<file path="config.mk">
export PLATFORM = sky130hd
export DESIGN_NAME = pad_alternate_function_mux
export DESIGN_NICKNAME = d
export VERILOG_FILES = /design/src/verilog/pad_mux_pkg.sv /design/src/verilog/pad_rx_if.sv /design/src/verilog/pad_alternate_function_mux.sv /design/src/verilog/pad_input_sync.sv
export SDC_FILE = /design/constraint.sdc
export NUM_CORES = 1
export LEC_CHECK = 0
export BUFFER_PORTS_ARGS = -buffer_cell sky130_fd_sc_hd__buf_2
export CAP_MARGIN = 20
export CORE_UTILIZATION = 58
export CTS_CLUSTER_DIAMETER = 80
export CTS_CLUSTER_SIZE = 12
export DETAILED_ROUTE_END_ITERATION = 7
export PLACE_DENSITY = 0.86
export SLEW_MARGIN = 0
export SYNTH_ARGS = -nofsm -noshare
export SYNTH_HDL_FRONTEND = slang
export SYNTH_HIERARCHICAL = 1
export SYNTH_SLANG_ARGS = --single-unit
</file>
<file path="constraint.sdc">
create_clock -name sys_clk -period 2.5 [get_ports sys_clk]
set_input_delay 0.75 -clock sys_clk [delete_from_list [all_inputs] [get_ports sys_clk]]
set_output_delay 0.75 -clock sys_clk [all_outputs]
set_load 0.005 [all_outputs]
</file>
<file path="src/verilog/pad_mux_pkg.sv">
// Constants shared by the pad function multiplexer
package pad_mux_pkg;
  localparam int PAD_COUNT = 16;
  localparam int PAD_IDX_W = 4;
  localparam int ALT_COUNT = 4;
  localparam int SRC_COUNT = 4;
  localparam int SRC_IDX_W = 2;
  localparam int CFG_W = 4;
  localparam int SRC_SEL_W = 4;
  // Pad configuration word layout
  localparam int CFG_ALT_LSB = 0;
  localparam int CFG_ALT_W = 2;
  localparam int CFG_IBE_BIT = 2;
  localparam int CFG_SLEW_BIT = 3;
  localparam logic [CFG_W-1:0] CFG_RESET = 4'h0;
  localparam logic [SRC_SEL_W-1:0] SRC_SEL_RESET = 4'h0;
  // Alternate function codes
  localparam logic [1:0] ALT_FUNC_0 = 2'h0;
  localparam logic [1:0] ALT_FUNC_1 = 2'h1;
  localparam logic [1:0] ALT_FUNC_2 = 2'h2;
  localparam logic [1:0] ALT_FUNC_3 = 2'h3;
  // Pad speed encoding
  localparam logic [1:0] SPEED_SLOW = 2'h0;
  localparam logic [1:0] SPEED_MEDIUM = 2'h1;
  localparam logic [1:0] SPEED_FAST = 2'h2;
  // Pads whose faster setting is fast rather than medium
  localparam logic [PAD_COUNT-1:0] FAST_PAD_MASK = 16'h0000;
  // Pads that hold a weak pull-down during reset
  localparam logic [PAD_COUNT-1:0] PULLDOWN_MASK = 16'h0100;
  // Port A pin 10 and the interrupt line it feeds
  localparam int PAD_A10 = 10;
  localparam int IRQ_LINE_OF_A10 = 9;
endpackage : pad_mux_pkg

</file>
<file path="src/verilog/pad_rx_if.sv">
// Synchronised pad levels passed between the mux modules
`timescale 1ns/1ns
`default_nettype none
interface pad_rx_if;
  import pad_mux_pkg::*;
  logic [PAD_COUNT-1:0] level;
  modport producer (output level);
  modport consumer (input level);
endinterface : pad_rx_if
`default_nettype wire
</file>
<file path="src/verilog/pad_alternate_function_mux.sv">
// Per-pad alternate function multiplexer with input routing
`timescale 1ns/1ns
`default_nettype none
module pad_alternate_function_mux
  import pad_mux_pkg::*;
(
  // Clock, reset, enable
  input wire logic sys_clk,
  input wire logic reset_n,
  input wire logic clk_en,
  // Pad configuration write and readback
  input wire logic cfg_we,
  input wire logic [PAD_IDX_W-1:0] cfg_pad,
  input wire logic [CFG_W-1:0] cfg_wdata,
  output logic [CFG_W-1:0] cfg_rdata,
  // Peripheral input source select
  input wire logic src_we,
  input wire logic [SRC_IDX_W-1:0] src_idx,
  input wire logic [SRC_SEL_W-1:0] src_wdata,
  output logic [SRC_SEL_W-1:0] src_rdata,
  // Peripheral outputs, four alternates per pad
  input wire logic [PAD_COUNT-1:0][ALT_COUNT-1:0] alt_out,
  input wire logic [PAD_COUNT-1:0][ALT_COUNT-1:0] alt_oe,
  // Pads
  input wire logic [PAD_COUNT-1:0] pad_in,
  output logic [PAD_COUNT-1:0] pad_out,
  output logic [PAD_COUNT-1:0] pad_oe,
  output logic [PAD_COUNT-1:0] pad_ibe,
  output logic [PAD_COUNT-1:0][1:0] pad_speed,
  output logic [PAD_COUNT-1:0] pad_pulldown,
  // Peripheral inputs
  output logic [PAD_COUNT-1:0] periph_rx,
  output logic [SRC_COUNT-1:0] src_rx,
  output logic external_irq_line_9
);
  logic [CFG_W-1:0] pad_config_reg_q [PAD_COUNT];
  logic [CFG_W-1:0] pad_config_reg_d [PAD_COUNT];
  logic [SRC_SEL_W-1:0] input_source_select_q [SRC_COUNT];
  logic [SRC_SEL_W-1:0] input_source_select_d [SRC_COUNT];
  logic [PAD_COUNT-1:0] out_q, out_d, oe_q, oe_d, ibe_q, ibe_d, pd_q, pd_d;
  logic [PAD_COUNT-1:0] rx_q, rx_d;
  logic [PAD_COUNT-1:0][1:0] speed_q, speed_d;
  logic [SRC_COUNT-1:0] src_rx_q, src_rx_d;
  logic irq_q, irq_d;
  logic [CFG_W-1:0] cfg_rd_q, cfg_rd_d;
  logic [SRC_SEL_W-1:0] src_rd_q, src_rd_d;

  pad_rx_if rx_if ();

  pad_input_sync u_sync (
    .sys_clk(sys_clk),
    .reset_n(reset_n),
    .clk_en(clk_en),
    .pad_in(pad_in),
    .rx(rx_if.producer)
  );

  function automatic logic [1:0] alt_sel(input logic [CFG_W-1:0] cfg);
    return cfg[CFG_ALT_LSB +: CFG_ALT_W];
  endfunction : alt_sel

  function automatic logic [1:0] speed_of(input logic [CFG_W-1:0] cfg, input logic fast_pad);
    if (!cfg[CFG_SLEW_BIT]) begin
      return SPEED_SLOW;
    end else if (fast_pad) begin
      return SPEED_FAST;
    end else begin
      return SPEED_MEDIUM;
    end
  endfunction : speed_of

  // Configuration storage
  always_comb begin
    pad_config_reg_d = pad_config_reg_q;
    input_source_select_d = input_source_select_q;
    if (clk_en && cfg_we) begin
      pad_config_reg_d[cfg_pad] = cfg_wdata;
    end
    if (clk_en && src_we) begin
      input_source_select_d[src_idx] = src_wdata;
    end
  end

  always_ff @(posedge sys_clk) begin
    if (!reset_n) begin
      for (int i = 0; i < PAD_COUNT; i++) begin
        pad_config_reg_q[i] <= CFG_RESET;
      end
      for (int k = 0; k < SRC_COUNT; k++) begin
        input_source_select_q[k] <= SRC_SEL_RESET;
      end
    end else begin
      pad_config_reg_q <= pad_config_reg_d;
      input_source_select_q <= input_source_select_d;
    end
  end

  // Pad drive and peripheral distribution
  always_comb begin
    out_d = out_q;
    oe_d = oe_q;
    ibe_d = ibe_q;
    speed_d = speed_q;
    rx_d = rx_q;
    src_rx_d = src_rx_q;
    irq_d = irq_q;
    cfg_rd_d = cfg_rd_q;
    src_rd_d = src_rd_q;
    pd_d = '0;
    if (clk_en) begin
      for (int i = 0; i < PAD_COUNT; i++) begin
        // select field picks alternate; pin 10 wired likewise
        out_d[i] = alt_out[i][alt_sel(pad_config_reg_q[i])];
        oe_d[i] = alt_oe[i][alt_sel(pad_config_reg_q[i])];
        // input delivery gated by buffer enable alone
        ibe_d[i] = pad_config_reg_q[i][CFG_IBE_BIT];
        // every peripheral sees the same level
        rx_d[i] = rx_if.level[i] & pad_config_reg_q[i][CFG_IBE_BIT];
        speed_d[i] = speed_of(pad_config_reg_q[i], FAST_PAD_MASK[i]);
      end
      for (int k = 0; k < SRC_COUNT; k++) begin
        src_rx_d[k] = rx_d[input_source_select_q[k]];
      end
      // pin 10 feeds irq line 9
      irq_d = rx_d[PAD_A10];
      cfg_rd_d = pad_config_reg_q[cfg_pad];
      src_rd_d = input_source_select_q[src_idx];
    end
  end

  always_ff @(posedge sys_clk) begin
    if (!reset_n) begin
      out_q <= '0;
      oe_q <= '0;
      ibe_q <= '0;
      speed_q <= '0;
      rx_q <= '0;
      src_rx_q <= '0;
      irq_q <= 1'b0;
      cfg_rd_q <= CFG_RESET;
      src_rd_q <= SRC_SEL_RESET;
      pd_q <= PULLDOWN_MASK;
    end else begin
      out_q <= out_d;
      oe_q <= oe_d;
      ibe_q <= ibe_d;
      speed_q <= speed_d;
      rx_q <= rx_d;
      src_rx_q <= src_rx_d;
      irq_q <= irq_d;
      cfg_rd_q <= cfg_rd_d;
      src_rd_q <= src_rd_d;
      pd_q <= pd_d;
    end
  end

  assign pad_out = out_q;
  assign pad_oe = oe_q;
  assign pad_ibe = ibe_q;
  assign pad_speed = speed_q;
  assign pad_pulldown = pd_q;
  assign periph_rx = rx_q;
  assign src_rx = src_rx_q;
  assign external_irq_line_9 = irq_q;
  assign cfg_rdata = cfg_rd_q;
  assign src_rdata = src_rd_q;
endmodule : pad_alternate_function_mux
`default_nettype wire

</file>
<file path="src/verilog/pad_input_sync.sv">
// Three-stage pad input synchroniser with agreement filter
`timescale 1ns/1ns
`default_nettype none
module pad_input_sync
  import pad_mux_pkg::*;
(
  // Clock and reset
  input wire logic sys_clk,
  input wire logic reset_n,
  input wire logic clk_en,
  // Raw pads
  input wire logic [PAD_COUNT-1:0] pad_in,
  // Filtered levels
  pad_rx_if.producer rx
);
  logic [PAD_COUNT-1:0] s1_q, s1_d, s2_q, s2_d, s3_q, s3_d, lvl_q, lvl_d;

  always_comb begin
    s1_d = s1_q;
    s2_d = s2_q;
    s3_d = s3_q;
    lvl_d = lvl_q;
    if (clk_en) begin
      s1_d = pad_in;
      s2_d = s1_q;
      s3_d = s2_q;
      // Accept only once two settled stages agree
      for (int i = 0; i < PAD_COUNT; i++) begin
        if (s2_q[i] == s3_q[i]) begin
          lvl_d[i] = s3_q[i];
        end
      end
    end
  end

  always_ff @(posedge sys_clk) begin
    if (!reset_n) begin
      s1_q <= '0;
      s2_q <= '0;
      s3_q <= '0;
      lvl_q <= '0;
    end else begin
      s1_q <= s1_d;
      s2_q <= s2_d;
      s3_q <= s3_d;
      lvl_q <= lvl_d;
    end
  end

  assign rx.level = lvl_q;
endmodule : pad_input_sync
`default_nettype wire

</file>
Word level (Yosys, flattened, before mapping)
Cells that the tools add are included.
{"block": "word_totals", "reg_bits": 269, "input_bits": 163, "word_cells": 243, "out_inout_bits": 125}
{"block": "op_classes", "eq_ne": 16, "order_cmp": 24, "mux": 101, "reduce_logical": 20, "bitwise_logic": 18}
{"op": "binary-select mux 1 bit (select 2 bit)", "n": 32}
{"op": "bitwise mux 64 bit", "n": 1}
{"op": "two-way mux 1 bit", "n": 52}
{"op": "< comparator 2 x 3 -> 1 bit (second input constant)", "n": 16}
{"op": "AND reduction 2 bit", "n": 16}
{"op": "two-way mux 4 bit", "n": 6}
{"op": "< comparator 4 x 5 -> 1 bit (second input constant)", "n": 4}
{"op": "AND 1 bit", "n": 16}
{"op": "binary-select mux 1 bit (select 4 bit)", "n": 4}
{"op": "binary-select mux 4 bit (select 4 bit)", "n": 1}
{"op": "bitwise mux 16 bit", "n": 1}
{"op": "demux 4 bit (select 4 bit)", "n": 1}
{"op": "== test 1 bit", "n": 16}
{"op": "two-way mux 9 bit", "n": 1}
{"op": "binary-select mux 4 bit (select 2 bit)", "n": 1}
{"op": "demux 4 bit (select 2 bit)", "n": 1}
{"op": ">= comparator 5 bit (second input constant)", "n": 1}
{"op": "< comparator 5 x 1 -> 1 bit (second input constant)", "n": 1}
{"op": "inverter 4 -> 5 bit", "n": 1}
{"op": "logical AND 1 bit", "n": 4}
{"op": ">= comparator 3 bit (second input constant)", "n": 1}
{"op": "< comparator 3 x 1 -> 1 bit (second input constant)", "n": 1}
{"op": "inverter 2 -> 3 bit", "n": 1}

Logic depth before layout (Yosys ltp)
Gate-level depths: netlist of the first run.
{"block": "logic_depth", "depth_word": 6, "ltp_mapped": 6, "ltp_nobuf": 4}

By module
The synthesis of the first run kept the hierarchy.
{"module": "pad_alternate_function_mux", "cells_each": 864, "area_each_um2": 8553.2, "instances": 1, "seq_area_each_um2": 3463.3}
{"module": "pad_input_sync", "cells_each": 258, "area_each_um2": 2707.6, "instances": 1, "seq_area_each_um2": 1281.2}

Worst setup path before layout of the first run
OpenSTA, ideal clock, no wires.
{"block": "synth_path", "kind": "input -> register", "start": "in cfg_pad[0]", "end": "reg cfg_rd_q[2], in the netlist cfg_rdata[2]", "stages": 5, "slack_ns": 0.547, "t_required_ns": 2.378, "path_buffers": 2, "setup_time_ns": 0.122, "arrival_time_ns": 1.831, "path_cell_list": "clkbuf_8 buf_2 mux4_2 o21ai_0 a21oi_1"}
{"block": "synth_via", "elab_chain_cells": 4}
{"item": "start: declaration", "line_no": "pad_alternate_function_mux.sv:13", "rtl": "input wire logic [PAD_IDX_W-1:0] cfg_pad,"}
{"item": "inverter 4 -> 5 bit (implied by the code)", "line_no": "pad_alternate_function_mux.sv:126", "rtl": "cfg_rd_d = pad_config_reg_q[cfg_pad];"}
{"item": "binary-select mux 4 bit (select 4 bit)", "line_no": "pad_alternate_function_mux.sv:126"}
{"item": "two-way mux 4 bit (implied by the code) (2 in a row)", "line_no": "pad_alternate_function_mux.sv:126"}
{"item": "end signal: assignment", "line_no": "pad_alternate_function_mux.sv:151", "rtl": "cfg_rd_q <= cfg_rd_d;"}
{"item": "end: declaration", "line_no": "pad_alternate_function_mux.sv:45", "rtl": "logic [CFG_W-1:0] cfg_rd_q, cfg_rd_d;"}
No other way between the ends. The select of a mux whose other input is x is not followed.
A chain may end at the register's enable or synchronous reset.

Worst setup path in the final report of the first run
{"block": "layout_path", "start": "reg ibe_q[8], in the netlist pad_ibe[8]", "end": "out pad_ibe[8]"}
{"item": "start: declaration", "line_no": "pad_alternate_function_mux.sv:40", "rtl": "logic [PAD_COUNT-1:0] out_q, out_d, oe_q, oe_d, ibe_q, ibe_d, pd_q, pd_d;"}
{"item": "start signal: assignment", "line_no": "pad_alternate_function_mux.sv:146", "rtl": "ibe_q <= ibe_d;"}
{"item": "end: declaration", "line_no": "pad_alternate_function_mux.sv:28", "rtl": "output logic [PAD_COUNT-1:0] pad_ibe,"}
No word-level cell between the ends.

==> results of run 1 <==
==> Yosys cell counts, drive strengths merged <==
library cell | count | area (sq um)
a221oi | 4 | 35.0
clkbuf | 40 | 180
mux2i | 176 | 1760
o31ai | 3 | 22.5
inv | 23 | 88.8
a211oi | 12 | 90.1
dfxtp | 237 | 4740
and4bb | 1 | 12.5
mux4 | 52 | 1170
nand3 | 29 | 145
nor2 | 175 | 657
a22oi | 4 | 30.0
o211ai | 12 | 90.1
a21oi | 76 | 380
buf | 78 | 577
o21ai | 53 | 265
nand2 | 69 | 259
nand2b | 10 | 62.6
conb | 1 | 3.75
o2111ai | 4 | 35.0
nand4 | 2 | 18.8
nand3b | 1 | 7.51
nor3b | 4 | 30.0
nand4b | 4 | 65.1
and2 | 8 | 50.1
or3 | 3 | 18.8
nor2b | 19 | 164
o32ai | 16 | 260
nor3 | 6 | 35.0
==> where the power goes <==
part / switching (uW) / internal, uW
clock network: 1350 / 1620
logic: 386 / 332
registers: 68.0 / 3860
==> area by class of cell <==
type | instances | area (sq um)
clock buffer | 23 | 576
clock inverter | 2 | 13.8
fill | 1451 | 5850
inverter | 23 | 91.3
multi-input combinational | 774 | 5780
sequential | 237 | 4740
tap | 260 | 325
timing repair buffer | 277 | 1510
==> per-layer routing <==
| layer | vias up | track usage (%) |
|---|---|---|
| li1 | 4330 | - |
| met1 | 4473 | 36.6 |
| met2 | 504 | 51.0 |
| met3 | 109 | 5.67 |
| met4 | 0 | 15.5 |
| met5 | - | 0 |
==> kinds of logic (layout without fill, tap and decap cells) <==
logic type | count (synthesis) | in the layout
flops | 237 | 237
compound gates | 184 | 184
buf+inv | 141 | 325
mux | 228 | 228
other cells | 1 | 31
simple gates | 331 | 331
==> state kept, by name (all words and copies together), names as in the netlist, 4 cells and up <==
name	count
pad_config_reg_q	64
input_source_select_q	16
pad_ibe	16
pad_oe	16
pad_out	16
pad_speed	16
periph_rx	16
u_sync/rx.level	16
u_sync/s1_q	16
u_sync/s2_q	16
u_sync/s3_q	16
cfg_rdata	4
src_rdata	4
src_rx	4
==> metrics by stage <==
| stage | utilization, % | worst slack (ns) | std cells | hold slack [ns] |
|---|---|---|---|---|
| floorplan | - | 0.547 | 1152 | 0.446 |
| global placement | 65.9 | 0.297 | 1571 | 0.458 |
| detailed placement | 65.9 | 0.217 | 1571 | 0.462 |
| CTS | 69.0 | 0.690 | 1596 | 0.467 |
| global route | 69.0 | 0.567 | 1596 | 0.490 |
| finish | 69.0 | 0.690 | 1596 | 0.470 |
==> final timing paths <==
check,to,slack (ns),start,cells past startpoint
hold reg to reg,periph_rx[14]$_SDFFE_PN0P_,0.47,periph_rx[14]$_SDFFE_PN0P_,2
hold / removal,periph_rx[14]$_SDFFE_PN0P_,0.47,periph_rx[14]$_SDFFE_PN0P_,2
setup / recovery,pad_ibe[8],0.69,pad_ibe[8]$_SDFFE_PN0P_,1
setup reg to reg,src_rx[2]$_SDFFE_PN0P_,0.98,pad_config_reg_q[10]$_SDFFE_PN0P_,4
==> results.cfg, run 1 <==
[status]
run_status = finished clean

[global_routing]
grt_usage_pct = 30.1
grt_pass1_wl_microns = 47400
grt_start_max_net_pins = 66
via_count_of_the_first_global_routing_pass = 8998
overflow = 0
grt_antenna_before_repair = 0

[clocking]
post_cts_hold_buffer_count = 0
post_cts_resize_count = 0
clock-sinks = 237
clk_latency_worst_skew_pair_ns = 0.51
tritoncts.num_buffers = 23
clk_transition_reported_paths_ns = 0.06
clock-root-buffer = sky130_fd_sc_hd__clkbuf_16
maximum_root_to_sink_buffer_count = 3
htree_levels = 1
post_cts.repair.setup_buffers = 0
tritoncts = done

[logic_synthesis]
synth_area_per_cell_sq_um = 10.0
ys_ff_latch = 237
combinational_family_with_the_most_area_after_synthesis = multiplexers
post_synth_mux_area_share_pct = 26.0
synth_cell_types = 39
synth_compound_gate_area_share_pct = 10.7
synthSimpleGateAreaFrac_pct = 13.5
synthAdderAreaFrac_pct = 0
netlist_area_sq_um = 11300
synthesis.instances = 1122
synth_warnings = 6
yosysSeqAreaShare_pct = 42.1
xor_and_xnor_fraction_of_the_mapped_netlist_area_pct = 0

[worst_setup_path]
worst_ep_required_time_ns = 1.75
setup_crit_end_kind = primary output
critPathSlowestCell = sky130_fd_sc_hd__dfxtp_1
worstPathMaxFanout = 2
critPathTopFamily = flip-flops
setup.worst_path.start_class = flip-flop
timing.critical_path.arrival_ns = 1.06
path_class = flip-flop to primary output
cp_slowest_stage_delay_ns = 0.41
timing.critical_path.cells = buf_2
worst-path-buf-inv = 1

[final_layout]
flow.area_growth_from_synthesis_pct = 15.8
most_common_cell_after_layout_fill_and_taps_aside = sky130_fd_sc_hd__buf_2
drive_above_1_share_pct = 28.7
nets = 1499
final_cell_mix = sky130_fd_sc_hd__buf_2 (255), sky130_fd_sc_hd__dfxtp_1 (237), sky130_fd_sc_hd__mux2i_1 (176)
insertedDiodeCount = 0
fin_area_sq_um = 13000

[floorplan]
floorplan.die_area_sq_um = 20000
coreArea_sq_um = 18900
initial_utilization_pct = 59.6
boundaryPins = 288
die_height_microns = 141
die_width_microns = 141
rows = 50

[sta]
setup_repair_after_global_routing_missed_its_margin = false
max_slew_margin_pct = 52.7
hold_viol_final = 0
slew_violations = 0
final_tns_setup_ns = 0
setup_failing_eps_final = 0
maxClockFrequency_ghz = 0.553
layout_min_cycle_time_ns = 1.81
worstMarginPinSlew_ns = 0.709
layout_worst_path_cycle_share_pct = 72.4
final.setup_skew_ns = 0.00914

[worst_hold_path]
min-delay-path-class = flip-flop to flip-flop

[drt]
met2RoutedLength_microns = 14700
met3_wirelength_microns = 2660
postRouteAntennaNets = 0
route.vias.total = 9416
detail_route.wl_per_cell_microns = 19.2
postRouteWirelength_microns = 30700
drt-met1-wl_microns = 11900
route.detailed.drc = 0
routed_via_density = 5.90
drt_iter0_drc = 879
dr.max_layer_used = met4
drt_pre_antenna_iters = 7

[placed_design]
gpl.final_weighted_congestion = 0.892
hpwl_dp_microns = 22200
placed_area_sq_um = 12500
count_of_input_and_output_buffers = 256

[power]
ir_worst_vdd_uv = 499
totalPowerFinal_uw = 7620
leakage_power_figure_uw = 0.00565
power.density_cell_area_nw_per_um2 = 584

[flow_run]
timing.max_cap.violations = 0
Power figures use the tool's default switching activity.
==> run 2: changes to the inputs <==
--- a/config.mk
+++ b/config.mk
@@ -5,13 +5,14 @@
 export SDC_FILE = /design/constraint.sdc
 export NUM_CORES = 1
 export LEC_CHECK = 0
+export ABC_AREA = 1
 export BUFFER_PORTS_ARGS = -buffer_cell sky130_fd_sc_hd__buf_2
 export CAP_MARGIN = 20
-export CORE_UTILIZATION = 58
+export CORE_UTILIZATION = 53
 export CTS_CLUSTER_DIAMETER = 80
 export CTS_CLUSTER_SIZE = 12
 export DETAILED_ROUTE_END_ITERATION = 7
-export PLACE_DENSITY = 0.86
+export PLACE_DENSITY = 0.8
 export SLEW_MARGIN = 0
 export SYNTH_ARGS = -nofsm -noshare
 export SYNTH_HDL_FRONTEND = slang
==> constraint.sdc (replaced) <==
create_clock -name sys_clk -period 1.8 [get_ports sys_clk]
set_input_delay 0.54 -clock sys_clk [delete_from_list [all_inputs] [get_ports sys_clk]]
set_output_delay 0.54 -clock sys_clk [all_outputs]
set_load 0.005 [all_outputs]
==> run 2 against run 1 <==
  * Largest cell class unchanged
  * Global-route usage rose by 0.92 points
  * Highest routed layer unchanged
  * Final area is 1.4% lower
  * Critical path type unchanged
  * Synthesized cell count up 41%
  * Wire length rose by 8.6%
  * Flip-flop and latch count did not move
  * Via count increased by 21%
==> results.cfg, run 2 <==
[drt]
route.vias.total = 11360
postRouteAntennaNets = 0
route.detailed.drc = 0
postRouteWirelength_microns = 33400
routed_via_density = 5.41
drt_iter0_drc = 741
detail_route.wl_per_cell_microns = 15.9
drt_pre_antenna_iters = 6

[worst_setup_path]
worst_ep_required_time_ns = 1.26
critPathSlowestCell = sky130_fd_sc_hd__dfxtp_1
timing.critical_path.to = pad_oe[9]
worst-path-buf-inv = 1
timing.critical_path.arrival_ns = 1.05
regToRegSetupSlack_ns = 0.31
critPathTopFamily = flip-flops
cp_slowest_stage_delay_ns = 0.41
setup.worst_path.start = pad_oe[9]$_SDFFE_PN0P_
crit-reg2reg-launch = input_source_select_q[12]$_SDFFE_PN0P_
worstReg2RegEnd = src_rx[0]$_SDFFE_PN0P_
setup_crit_end_kind = primary output
timing.critical_path.depth = 1
path_class = flip-flop to primary output
setup.worst_path.start_class = flip-flop
worstPathMaxFanout = 2
timing.critical_path.cells = buf_2
rr_worst_depth = 8

[worst_hold_path]
min-delay-path-class = input pin to flip-flop
hold_path_startpoint = pad_in[0]

[power]
power.density_cell_area_nw_per_um2 = 852
leakage_power_figure_uw = 0.00602
ir_worst_vdd_uv = 677

[sta]
setup_repair_after_global_routing_missed_its_margin = false
final.setup_skew_ns = 0.0265
hold_slack_ns = 0.265
setup_failing_eps_final = 0
maxClockFrequency_ghz = 0.629
slew_violations = 0
hold_viol_final = 0
layout_worst_path_cycle_share_pct = 88.3
layout_min_cycle_time_ns = 1.59

[logic_synthesis]
netlist_area_sq_um = 10800
yosysSeqAreaShare_pct = 44.0
synth_area_leaders = sky130_fd_sc_hd__dfxtp_1 (44%), sky130_fd_sc_hd__o21ai_0 (12%), sky130_fd_sc_hd__nor2_1 (9.7%), sky130_fd_sc_hd__nand2_1 (9.3%), sky130_fd_sc_hd__a21oi_1 (6.7%)
synth_area_per_cell_sq_um = 6.80
yosys-top-cells-count = sky130_fd_sc_hd__nor2_1 (279), sky130_fd_sc_hd__nand2_1 (267), sky130_fd_sc_hd__o21ai_0 (265), sky130_fd_sc_hd__dfxtp_1 (237), sky130_fd_sc_hd__inv_1 (157)
synth_top_cell_area_share_pct = 44.0
synth_cell_types = 24
main_flop_type_after_synthesis = sky130_fd_sc_hd__dfxtp_1
synthMostInstantiatedCell = sky130_fd_sc_hd__nor2_1
async_flop_share_pct = 0
ys_ff_latch = 237
synth_warnings = 6
synth-edff-count = 0
yosys.area.top_type = sky130_fd_sc_hd__dfxtp_1
synthesis.instances = 1586

[global_routing]
grt_pass1_wl_microns = 50600
grt_antenna_before_repair = 1
overflow = 0
via_count_of_the_first_global_routing_pass = 10121
grt_usage_pct = 31.1
grt_start_max_net_pins = 69

[final_layout]
flow.area_growth_from_synthesis_pct = 19.3
fillers = 1838
final_cell_mix = sky130_fd_sc_hd__nor2_1 (279), sky130_fd_sc_hd__nand2_1 (267), sky130_fd_sc_hd__o21ai_0 (265)
registers.top_by_ff_count = pad_config_reg_q
most_common_cell_after_layout_fill_and_taps_aside = sky130_fd_sc_hd__nor2_1
nets = 1998
drive_above_1_share_pct = 17.6
final-instance-count-excl-fill = 2100
largest_register_ff_count = 64

[floorplan]
die_width_microns = 145
rows = 51
floorplan.die_area_sq_um = 20900
die_height_microns = 145
coreArea_sq_um = 19700
boundaryPins = 288
initial_utilization_pct = 54.7

[placed_design]
place.detailed.instances = 2075
gpl.final_weighted_congestion = 0.920
hpwl_dp_microns = 24200
count_of_input_and_output_buffers = 256

[clocking]
clk_transition_reported_paths_ns = 0.06
clock-sinks = 237
post_cts_hold_buffer_count = 0
tritoncts = done
post_cts.repair.setup_buffers = 0
maximum_root_to_sink_buffer_count = 3
tritoncts.num_buffers = 23
clk_latency_worst_skew_pair_ns = 0.52
htree_levels = 1
clock-root-buffer = sky130_fd_sc_hd__clkbuf_16
post_cts_resize_count = 0

[status]
run_status = finished clean

[flow_run]
timing.max_cap.violations = 0
run 2: area by class of cell:
type	count	area (sq um)	share of cell area, %
diodes	1	2.50	0.0195
clock buffers	23	576	4.48
clock inverters	1	5.00	0.0389
inverters	167	627	4.88
multi-input cells	1113	4950	38.5
flip-flops and latches	237	4740	36.9
well taps	265	332	2.58
repair buffers	293	1620	12.6
run 2: cells by family after synthesis:
logic type | Yosys count | share of synthesized area [%]
buffers and inverters | 266 | 11.1
AND/OR/NAND/NOR | 631 | 23.1
AO/OA/AOI/OAI | 451 | 21.7
flip-flops | 237 | 44.0
other | 1 | 0.0348
run 2: worst min path at each step:
stage | cells past startpoint | end | slack (ns)
after floorplan | 2 | u_sync/rx.level[13]$_SDFFE_PN0P_ | 0.43
after global placement | 2 | u_sync/rx.level[13]$_SDFFE_PN0P_ | 0.44
after detailed placement | 2 | u_sync/rx.level[13]$_SDFFE_PN0P_ | 0.44
after CTS | 3 | u_sync/s1_q[0]$_SDFFE_PN0P_ | 0.26
after global routing | 3 | u_sync/s1_q[14]$_SDFFE_PN0P_ | 0.27
final | 3 | u_sync/s1_q[0]$_SDFFE_PN0P_ | 0.27
run 2: per-layer routing:
layer	vias up	GRT usage, %	part of all wire [%]
met5	-	0	0
met2	500	54.9	49
met4	0	14.0	4.1
met3	95	4.54	7.5
li1	5605	-	-
met1	5160	37.1	40
run 2: power by group:
part           leakage, uW  total, uW  switching [uW]  internal (uW)
Combinational      0.00379       1210             716            495
Sequential         0.00194       5610             142           5470
Clock             0.000287       4130            1880           2250
run 2: stage by stage:
| step | TNS [ns] | util, % | power [uW] | worst slack (ns) | cell area, sq um |
|---|---|---|---|---|---|
| finish | 0 | 65.2 | 10900 | 0.210 | 12900 |
| global route | 0 | 65.2 | 11400 | 0.179 | 12900 |
| CTS | 0 | 65.2 | 11000 | 0.202 | 12900 |
| detailed placement | -0.143 | 62.2 | 6920 | -0.0929 | 12300 |
| global placement | -0.0306 | 62.2 | 6890 | -0.0306 | 12300 |
| floorplan | 0 | - | 6410 | 0.221 | 10900 |
